<file path="src/rtl/sps_pkg.sv">
// Package for the state playback sequencer: commands, modes, timing constants.
// Assumes a single 200 MHz clock domain and a register port driven by host software.
package sps_pkg;

	// Clock period in picoseconds.
	localparam int unsigned CLK_PERIOD_PS = 5000;

	// Register byte offsets.
	localparam logic [7:0] REG_COMMAND   = 8'h00;
	localparam logic [7:0] REG_CONFIG    = 8'h04;
	localparam logic [7:0] REG_LOOPS     = 8'h08;
	localparam logic [7:0] REG_NUM_STATE = 8'h0C;
	localparam logic [7:0] REG_STATUS    = 8'h10;
	localparam logic [7:0] REG_PROGRESS  = 8'h14;
	localparam logic [7:0] REG_LOOPCNT   = 8'h18;
	localparam logic [7:0] REG_TABLE     = 8'h40;

	// Command register bit positions; a write with the bit set issues the command.
	localparam int unsigned CMD_ARM    = 0;
	localparam int unsigned CMD_RUN    = 1;
	localparam int unsigned CMD_PAUSE  = 2;
	localparam int unsigned CMD_RESUME = 3;
	localparam int unsigned CMD_STOP   = 4;
	localparam int unsigned CMD_STEP   = 5;

	// Config field positions.
	localparam int unsigned CFG_PLAY_LSB = 0;
	localparam int unsigned CFG_TRIG_LSB = 2;

	// Reset values.
	localparam logic [1:0]  PLAY_RESET  = 2'h0;
	localparam logic [1:0]  TRIG_RESET  = 2'h0;
	localparam logic [15:0] LOOPS_RESET = 16'h0001;

	// Playback modes.
	typedef enum logic [1:0] {
		SPS_PLAY_ONCE  = 2'b00,
		SPS_PLAY_LOOPN = 2'b01,
		SPS_PLAY_CONT  = 2'b10
	} sps_play_t;

	// Trigger sources.
	typedef enum logic [1:0] {
		SPS_TRIG_INT  = 2'b00,
		SPS_TRIG_STEP = 2'b01,
		SPS_TRIG_EXT  = 2'b10
	} sps_trig_t;

	// Sequencer states.
	typedef enum logic [2:0] {
		SPS_ST_STATIC = 3'b000,
		SPS_ST_ARMED  = 3'b001,
		SPS_ST_RUN    = 3'b010,
		SPS_ST_PAUSE  = 3'b011
	} sps_state_t;

	// External trigger timing in microseconds.
	localparam int unsigned EXT_DELAY_MIN_US = 2900;
	localparam int unsigned EXT_DELAY_MAX_US = 4300;
	localparam int unsigned EXT_REARM_US     = 2400;
	// Monitor pulse high time in microseconds, 0.6 ms to 1.4 ms allowed.
	localparam int unsigned MON_PULSE_US     = 1000;

	// Cycle counts: a least time rounds up; microseconds become picoseconds first.
	localparam int unsigned EXT_DELAY_CYC = (EXT_DELAY_MIN_US * 1000 * 1000 + CLK_PERIOD_PS - 1)
		/ CLK_PERIOD_PS;
	localparam int unsigned EXT_REARM_CYC = (EXT_REARM_US * 1000 * 1000 + CLK_PERIOD_PS - 1)
		/ CLK_PERIOD_PS;
	localparam int unsigned MON_PULSE_CYC = (MON_PULSE_US * 1000 * 1000 + CLK_PERIOD_PS - 1)
		/ CLK_PERIOD_PS;

endpackage

</file>
<file path="src/rtl/sps_down_counter.sv">
// Loadable down counter that signals when it reaches zero.
// Assumes the loader pulses load for one cycle; counts on every rising clock edge while hold is low.
`timescale 1ns/10ps
`default_nettype none
module sps_down_counter #(
	parameter int unsigned WIDTH = 20
) (
	input  wire logic             mclk,
	input  wire logic             sys_rst,
	input  wire logic             load,
	input  wire logic [WIDTH-1:0] load_value,
	input  wire logic             hold,
	output logic                  busy,
	output logic                  done
);

	// Remaining count.
	logic [WIDTH-1:0] count;
	logic [WIDTH-1:0] next_count;
	logic             next_done;

	// Next value: load wins, hold freezes, otherwise count down to zero.
	always_comb begin
		next_count = count;
		next_done  = 1'b0;
		if (load) begin
			next_count = load_value;
		end else if (!hold && count != '0) begin
			next_count = count - WIDTH'(1);
			next_done  = (count == WIDTH'(1));
		end
	end

	// Register stage.
	always_ff @(posedge mclk) begin
		if (sys_rst) begin
			count <= '0;
			done  <= 1'b0;
		end else begin
			count <= next_count;
			done  <= next_done;
		end
	end

	// Counter is busy while nonzero.
	assign busy = (count != '0);

endmodule
`default_nettype wire

</file>
<file path="src/rtl/sps_sequencer.sv">
// State playback sequencer: arms, runs, pauses and stops playback of a state list.
// Assumes a host on the plain register port and an asynchronous trigger pin.
//
// Notes on behaviour
// - Arm enters playback mode, loads first state.
// - Run starts timing first state immediately.
// - Every state change applied the same way.
// - Pause suspends; resume continues at same point.
// - Once mode stops after one pass.
// - Completion restores pre-arm static settings.
// - Loop-N mode repeats list N times.
// - Continuous mode loops until stop.
// - Stop ends playback, returns to static.
// - Internal trigger: state lasts programmed duration.
// - Each step command advances one state.
// - External trigger rising edge starts change.
// - Report states executed against total.
// - External change 2.9 to 4.3 ms later.
// - Accept new trigger after 2.4 ms.
// - One pending trigger; discard further ones.
// - Monitor pulse per change; low while armed.
//
// The implementer's own choices: the placing of the registers and the strobed register port.
`timescale 1ns/10ps
`default_nettype none
module sps_sequencer #(
	parameter int unsigned STATE_W  = 4,
	parameter int unsigned DUR_W    = 24,
	parameter int unsigned EXT_DELAY_CYC = sps_pkg::EXT_DELAY_CYC,
	parameter int unsigned EXT_REARM_CYC = sps_pkg::EXT_REARM_CYC,
	parameter int unsigned MON_PULSE_CYC = sps_pkg::MON_PULSE_CYC
) (
	input  wire logic        mclk,
	input  wire logic        sys_rst,
	input  wire logic [7:0]  reg_addr,
	input  wire logic [31:0] reg_wdata,
	input  wire logic        reg_wr,
	input  wire logic        reg_rd,
	output logic      [31:0] reg_rdata,
	input  wire logic        trig_in,
	output logic             state_mon,
	output logic             dyn_mode,
	output logic             state_apply,
	output logic [STATE_W-1:0] state_index
);

	localparam int unsigned DEPTH = 1 << STATE_W;

	// Settings held while static.
	logic [1:0]         play_mode;
	logic [1:0]         trig_mode;
	logic [15:0]        loops;
	logic [STATE_W:0]   num_states;
	// Per-state durations in clock cycles.
	logic [DUR_W-1:0]   dur_mem [DEPTH];
	// Sequencer state and progress.
	sps_pkg::sps_state_t st, next_st;
	logic [STATE_W-1:0] idx, next_idx;
	logic [15:0]        loop_cnt, next_loop_cnt;
	logic [STATE_W:0]   executed, next_executed;
	logic               pending, next_pending;
	logic [31:0]        rdata_q;
	// Trigger synchroniser and edge detect.
	logic               trig_s1, trig_s2, trig_s3;
	logic               trig_rise;

	// Command decode from a write to the command register.
	logic cmd_wr;
	logic c_arm, c_run, c_pause, c_resume, c_stop, c_step;
	assign cmd_wr   = reg_wr && reg_addr == sps_pkg::REG_COMMAND;
	assign c_arm    = cmd_wr && reg_wdata[sps_pkg::CMD_ARM];
	assign c_run    = cmd_wr && reg_wdata[sps_pkg::CMD_RUN];
	assign c_pause  = cmd_wr && reg_wdata[sps_pkg::CMD_PAUSE];
	assign c_resume = cmd_wr && reg_wdata[sps_pkg::CMD_RESUME];
	assign c_stop   = cmd_wr && reg_wdata[sps_pkg::CMD_STOP];
	assign c_step   = cmd_wr && reg_wdata[sps_pkg::CMD_STEP];

	// Timers: state duration, external delay, trigger rearm, monitor pulse.
	logic dur_load, dur_busy, dur_done;
	logic ext_load, ext_busy, ext_done;
	logic rearm_busy, mon_busy;
	logic paused;
	logic advance;
	assign paused = (st == sps_pkg::SPS_ST_PAUSE);
	// The duration and delay timers freeze from the pause edge itself, so no expiry is lost inside a pause.
	logic timer_hold;
	assign timer_hold = paused || (c_pause && st == sps_pkg::SPS_ST_RUN);

	sps_down_counter #(.WIDTH(DUR_W)) u_dur (
		.mclk       (mclk),
		.sys_rst    (sys_rst),
		.load       (dur_load),
		.load_value (dur_mem[next_idx]),
		.hold       (timer_hold),
		.busy       (dur_busy),
		.done       (dur_done)
	);

	sps_down_counter #(.WIDTH(20)) u_ext (
		.mclk       (mclk),
		.sys_rst    (sys_rst),
		.load       (ext_load),
		.load_value (20'(EXT_DELAY_CYC)),
		.hold       (timer_hold),
		.busy       (ext_busy),
		.done       (ext_done)
	);

	sps_down_counter #(.WIDTH(20)) u_rearm (
		.mclk       (mclk),
		.sys_rst    (sys_rst),
		.load       (trig_rise && st == sps_pkg::SPS_ST_RUN && !rearm_busy),
		.load_value (20'(EXT_REARM_CYC)),
		.hold       (1'b0),
		.busy       (rearm_busy),
		.done       ()
	);

	sps_down_counter #(.WIDTH(20)) u_mon (
		.mclk       (mclk),
		.sys_rst    (sys_rst),
		.load       (advance),
		.load_value (20'(MON_PULSE_CYC)),
		.hold       (1'b0),
		.busy       (mon_busy),
		.done       ()
	);

	// Trigger pin passes two flip-flops, then a third stage for edge detect.
	always_ff @(posedge mclk) begin
		if (sys_rst) begin
			trig_s1 <= 1'b0;
			trig_s2 <= 1'b0;
			trig_s3 <= 1'b0;
		end else begin
			trig_s1 <= trig_in;
			trig_s2 <= trig_s1;
			trig_s3 <= trig_s2;
		end
	end
	assign trig_rise = trig_s2 && !trig_s3;

	// Trigger acceptance: a rising edge outside the rearm window is accepted.
	logic ext_accept;
	assign ext_accept = trig_mode == sps_pkg::SPS_TRIG_EXT && st == sps_pkg::SPS_ST_RUN
		&& trig_rise && !rearm_busy;

	// Advance request from the selected trigger source.
	always_comb begin
		advance = 1'b0;
		unique case (trig_mode)
			sps_pkg::SPS_TRIG_INT:  advance = dur_done && st == sps_pkg::SPS_ST_RUN;
			sps_pkg::SPS_TRIG_STEP: advance = c_step && st == sps_pkg::SPS_ST_RUN;
			sps_pkg::SPS_TRIG_EXT:  advance = ext_done && st == sps_pkg::SPS_ST_RUN;
			default:                advance = 1'b0;
		endcase
	end

	// The delay timer starts on an accepted edge when idle, or from the pending slot.
	assign ext_load = (ext_accept && !ext_busy) || (ext_done && pending);
	// Duration restarts at run and at each change.
	assign dur_load = c_run && st == sps_pkg::SPS_ST_ARMED || advance;

	// Sequencer next-state logic.
	always_comb begin
		next_st       = st;
		next_idx      = idx;
		next_loop_cnt = loop_cnt;
		next_executed = executed;
		next_pending  = pending;
		unique case (st)
			sps_pkg::SPS_ST_STATIC: begin
				if (c_arm && num_states != '0) begin
					next_st       = sps_pkg::SPS_ST_ARMED;
					next_idx      = '0;
					next_loop_cnt = '0;
					next_executed = '0;
					next_pending  = 1'b0;
				end
			end
			sps_pkg::SPS_ST_ARMED: begin
				if (c_run) begin
					next_st = sps_pkg::SPS_ST_RUN;
				end
			end
			sps_pkg::SPS_ST_RUN: begin
				if (ext_done) begin
					// An edge in the cycle the slot empties refills it, so the set wins.
					next_pending = pending && ext_accept;
				end else if (ext_accept && ext_busy) begin
					next_pending = 1'b1;
				end
				if (advance) begin
					next_executed = executed + (STATE_W+1)'(1);
					if ({1'b0, idx} == num_states - (STATE_W+1)'(1)) begin
						next_idx      = '0;
						next_executed = '0;
						next_loop_cnt = loop_cnt + 16'h0001;
						unique case (play_mode)
							sps_pkg::SPS_PLAY_ONCE: next_st = sps_pkg::SPS_ST_STATIC;
							sps_pkg::SPS_PLAY_LOOPN: begin
								if (loop_cnt + 16'h0001 >= loops) begin
									next_st = sps_pkg::SPS_ST_STATIC;
								end
							end
							default: next_st = sps_pkg::SPS_ST_RUN;
						endcase
					end else begin
						next_idx = idx + STATE_W'(1);
					end
				end
				// A pause in the cycle of a change takes effect after that change.
				if (c_pause && next_st == sps_pkg::SPS_ST_RUN) begin
					next_st = sps_pkg::SPS_ST_PAUSE;
				end
			end
			sps_pkg::SPS_ST_PAUSE: begin
				if (c_resume) begin
					next_st = sps_pkg::SPS_ST_RUN;
				end
			end
			default: next_st = sps_pkg::SPS_ST_STATIC;
		endcase
		if (c_stop) begin
			next_st      = sps_pkg::SPS_ST_STATIC;
			next_pending = 1'b0;
		end
	end

	// Sequencer registers.
	always_ff @(posedge mclk) begin
		if (sys_rst) begin
			st       <= sps_pkg::SPS_ST_STATIC;
			idx      <= '0;
			loop_cnt <= '0;
			executed <= '0;
			pending  <= 1'b0;
		end else begin
			st       <= next_st;
			idx      <= next_idx;
			loop_cnt <= next_loop_cnt;
			executed <= next_executed;
			pending  <= next_pending;
		end
	end

	// Settings registers; changed only while static so the list stays stable.
	always_ff @(posedge mclk) begin
		if (sys_rst) begin
			play_mode  <= sps_pkg::PLAY_RESET;
			trig_mode  <= sps_pkg::TRIG_RESET;
			loops      <= sps_pkg::LOOPS_RESET;
			num_states <= '0;
		end else if (reg_wr && st == sps_pkg::SPS_ST_STATIC) begin
			if (reg_addr == sps_pkg::REG_CONFIG) begin
				play_mode <= reg_wdata[sps_pkg::CFG_PLAY_LSB +: 2];
				trig_mode <= reg_wdata[sps_pkg::CFG_TRIG_LSB +: 2];
			end
			if (reg_addr == sps_pkg::REG_LOOPS) begin
				loops <= reg_wdata[15:0];
			end
			if (reg_addr == sps_pkg::REG_NUM_STATE) begin
				num_states <= reg_wdata[STATE_W:0];
			end
		end
	end

	// Duration table, one word per state from the table base.
	always_ff @(posedge mclk) begin
		if (reg_wr && st == sps_pkg::SPS_ST_STATIC && reg_addr >= sps_pkg::REG_TABLE
			&& reg_addr < sps_pkg::REG_TABLE + 8'(DEPTH * 4)) begin
			dur_mem[STATE_W'((reg_addr - sps_pkg::REG_TABLE) >> 2)] <= reg_wdata[DUR_W-1:0];
		end
	end

	// Read data, one cycle after the strobe; unmapped reads return zero.
	always_ff @(posedge mclk) begin
		if (sys_rst) begin
			rdata_q <= 32'h0000_0000;
		end else if (reg_rd) begin
			unique case (reg_addr)
				sps_pkg::REG_CONFIG:    rdata_q <= {28'h000_0000, trig_mode, play_mode};
				sps_pkg::REG_LOOPS:     rdata_q <= {16'h0000, loops};
				sps_pkg::REG_NUM_STATE: rdata_q <= 32'(num_states);
				sps_pkg::REG_STATUS:    rdata_q <= {27'h000_0000, pending, 1'b0, st};
				sps_pkg::REG_PROGRESS:  rdata_q <= {16'(num_states), 16'(executed)};
				sps_pkg::REG_LOOPCNT:   rdata_q <= {16'h0000, loop_cnt};
				default:                rdata_q <= 32'h0000_0000;
			endcase
		end else begin
			rdata_q <= 32'h0000_0000;
		end
	end
	assign reg_rdata = rdata_q;

	assign dyn_mode    = st != sps_pkg::SPS_ST_STATIC;
	assign state_apply = advance || (c_arm && st == sps_pkg::SPS_ST_STATIC && num_states != '0);
	assign state_index = idx;
	assign state_mon   = mon_busy && st != sps_pkg::SPS_ST_ARMED && dyn_mode;

endmodule
`default_nettype wire

</file>
<file path="config.mk">
export PLATFORM = sky130hd
export DESIGN_NAME = sps_sequencer
export DESIGN_NICKNAME = d
export VERILOG_FILES = /design/src/rtl/sps_pkg.sv /design/src/rtl/sps_down_counter.sv /design/src/rtl/sps_sequencer.sv
export SDC_FILE = /design/constraint.sdc
export NUM_CORES = 1
export LEC_CHECK = 0
export BUFFER_PORTS_ARGS = -buffer_cell sky130_fd_sc_hd__buf_2
export CAP_MARGIN = 0
export CORE_UTILIZATION = 39
export CTS_BUF_LIST = sky130_fd_sc_hd__clkbuf_2
export DETAILED_ROUTE_END_ITERATION = 8
export HOLD_SLACK_MARGIN = 0.05
export PLACE_DENSITY_LB_ADDON = 0.25
export SETUP_SLACK_MARGIN = 0.15
export SYNTH_ARGS = -nofsm -noshare
export SYNTH_HDL_FRONTEND = slang
export SYNTH_SLANG_ARGS = --single-unit
</file>
<file path="constraint.sdc">
create_clock -name mclk -period 6.39 [get_ports mclk]
set_clock_uncertainty 0.2 [all_clocks]
set_input_delay 1.917 -clock mclk [delete_from_list [all_inputs] [get_ports mclk]]
set_output_delay 1.917 -clock mclk [all_outputs]
set_load 0.05 [all_outputs]
</file>
==> out/summary.txt <==
fill count - 5442
Netlist Area Pre-Place - 23100 µm²
Synth area leader - edfxtp_1
Slew @ Worst Pin - 1.29 ns
placed cell areas - 24400 µm²
num rows - 88
Layout area overhead - 11.4%
height of the die - 245 µm
number of global-route vias before repair - 16300
via count - 16600
Via density - 5.49
Pre-Repair DR Iteration Count - 5
ranking of synthesized cells by area - edfxtp_1, dfxtp_1, nand2_1
post-layout util - 0.443
TritonCTS clock tree - built
post-CTS setup buffers - 0
number of synthesized flops with an enable pin - 384
unique cell type count in the Yosys netlist - 74
share of the synthesized area in the top cell type - 0.500
CTS buffer count - 144
FFs w/ async S/R, synth - 0
gr usage total - 0.212
post-cts resize count - 0
GR Overflow Total - 0
clock buffer depth - 3
power consumption - 7.99 mW
PwrDens - 311 nW/µm²
first-iteration detailed-routing DRC count - 1370
Syn Area/Cell - 11.5 µm²
crit path launch type - input pin
initial antenna violation count - 5
fin nets - 2237
routability cong. - 0.860
Slew Limit Headroom - 0.138
first-pass GRT wire length - 95400 µm
hold path cells - 1
CTS clock-pin slew for the worst setup and hold paths - 0.08 ns
DRC Markers - 0
port bufs - 64
Worst Path Class, Setup - input pin to primary output
Setup TNS - 0 ns
most common cell in the synthesized netlist - nand2_1
Max-cap violations - 0
Routed Antenna Nets - 0
min Tclk post-route - 6.01 ns
Initial Util - 0.398
min-delay src - trig_s1
register-to-register setup slack - 1.52 ns
Sinks on Clock Net - 548
R2R Path Start - num_states[0]
Synth top cells by count - nand2_1, edfxtp_1, dfxtp_1
Chip Width - 245 µm
Routed WL - 62800 µm
drt wl/cell - 20.7 µm
H-tree depth - 4
hold path endpoint - trig_s2
DP HPWL - 37000 µm
Reg2Reg Depth - 11
Max VDD drop - 209 µV
crit end category - primary output
Required @ worst endpoint - 4.27 ns
crit-path max FO - 6
max-slew violation count - 0
IO Pins - 84
Core Region - 58000 µm²
Clk Latency, worst-skew pair - 1.32 ns
Yosys reg bits - 548
leakage - 9.46 nW
post-synthesis sequential area ratio - 0.642
Fin Hold WS - 0.264 ns
synth warn - 0
layout cell share with drive strength beyond 1 - 0.169
die area - 60100 µm²
Hold Buf Count CTS - 0
clock root cell - clkbuf_2
final setup fails - 0
post-route design area - 25700 µm²
period utilization - 0.941
cells after synthesis - 2009
status - finished, final reports clean
RR Endpoint - u_dur.count[12]
Hold Path Class - flip-flop to flip-flop
RSZ-0062 raised after global routing - no
Top FF cell, synth - edfxtp_1
worst endpoint data arrival time - 3.89 ns
final hold violation count - 0
Peak Freq - 0.166 GHz
largest net degree at the start of global routing - 94
## per-layer routing
metal  routed length [µm]  track usage  vias to the layer above
met5                   23            0                        -
met2                28800        0.325                      588
met4                 1630       0.0930                        4
met1                28000        0.283                     8140
li1                     -            -                     7770
met3                 4340       0.0543                      133
## area by class of cell
type | instances | area [µm²] | share of cell area
diodes | 5 | 12.5 | 0.000487
clock buffers | 221 | 1110 | 0.0430
clock inverters | 24 | 163 | 0.00633
inverters | 35 | 131 | 0.00511
multi-input cells | 1326 | 7800 | 0.304
flip-flops and latches | 548 | 14800 | 0.576
well taps | 765 | 957 | 0.0372
repair buffers | 106 | 713 | 0.0278
## sequential cells by signal, summed over array words and instances, names as in the netlist
register / cells
dur_mem: 384
u_dur.count: 24
reg_rdata: 21
u_ext.count: 20
u_mon.count: 20
u_rearm.count: 20
loop_cnt: 16
loops: 16
executed: 5
num_states: 5
state_index: 4
st: 3
play_mode: 2
trig_mode: 2
pending: 1
trig_s1: 1
trig_s2: 1
trig_s3: 1
u_dur.done: 1
u_ext.done: 1
## power breakdown
group	total (mW)	switching [mW]	leakage [nW]	internal, mW
clock network	2.42	1.43	0.995	0.988
registers	4.19	0.194	4.79	4.00
logic	1.38	0.811	3.68	0.574
total	7.99	2.44	9.46	5.56
## cells in the final DEF, fill, tap and decap left out, types with 11 or more instances in the layout
cell / n
nand2_1: 405
xor2_1: 36
clkbuf_2: 221
a32oi_1: 20
mux2i_1: 33
nand3_1: 82
clkinv_1: 15
a311oi_1: 35
nor4_1: 26
nor2_4: 16
nor2_1: 128
a2111oi_0: 11
conb_1: 12
a31oi_1: 43
and3_1: 59
a211oi_1: 11
dfxtp_1: 164
or4_1: 13
buf_2: 63
nand3b_1: 12
a21oi_1: 69
a21o_1: 12
nor3_1: 38
ha_1: 31
inv_1: 35
nand4_1: 15
or3_1: 14
a22oi_1: 29
o21ai_0: 23
buf_4: 37
edfxtp_1: 384
xnor2_1: 44
## worst max path at each step
stage                        start  cells after the start           to  slack, ns
floorplan              reg_addr[1]                      5  state_apply       0.69
global placement            reg_wr                      7  state_apply       0.46
detailed placement          reg_wr                      7  state_apply       0.41
CTS                          st[1]                      6  state_apply       0.29
global route        u_mon.count[4]                      6    state_mon       0.20
finish                      reg_wr                      7  state_apply       0.38
## critical path: stages
cell and delay [ns]:
buf_2 0.15, nor3b_1 0.43, nand3_1 0.21, or3_1 0.40, and2_1 0.27, inv_1 0.20, buf_2 0.30
## stage by stage
step,setup slack [ns],cells
6_report,0.379,3030
5_1_grt,0.199,3029
4_1_cts,0.286,3025
3_5_place_dp,0.413,2780
3_3_place_gp,0.464,2780
2_1_floorplan,0.687,2020
## cell families after synthesis
family,count (synthesis),share of synthesized area
AO/OA/AOI/OAI,306,0.0942
XOR/XNOR,80,0.0304
adder cells (fa/ha/maj),31,0.0168
buffers and inverters,146,0.0282
flip-flops,548,0.642
multiplexers,34,0.0148
other,1,0.000163
AND/OR/NAND/NOR,863,0.173
Power figures use the tool's default switching activity.
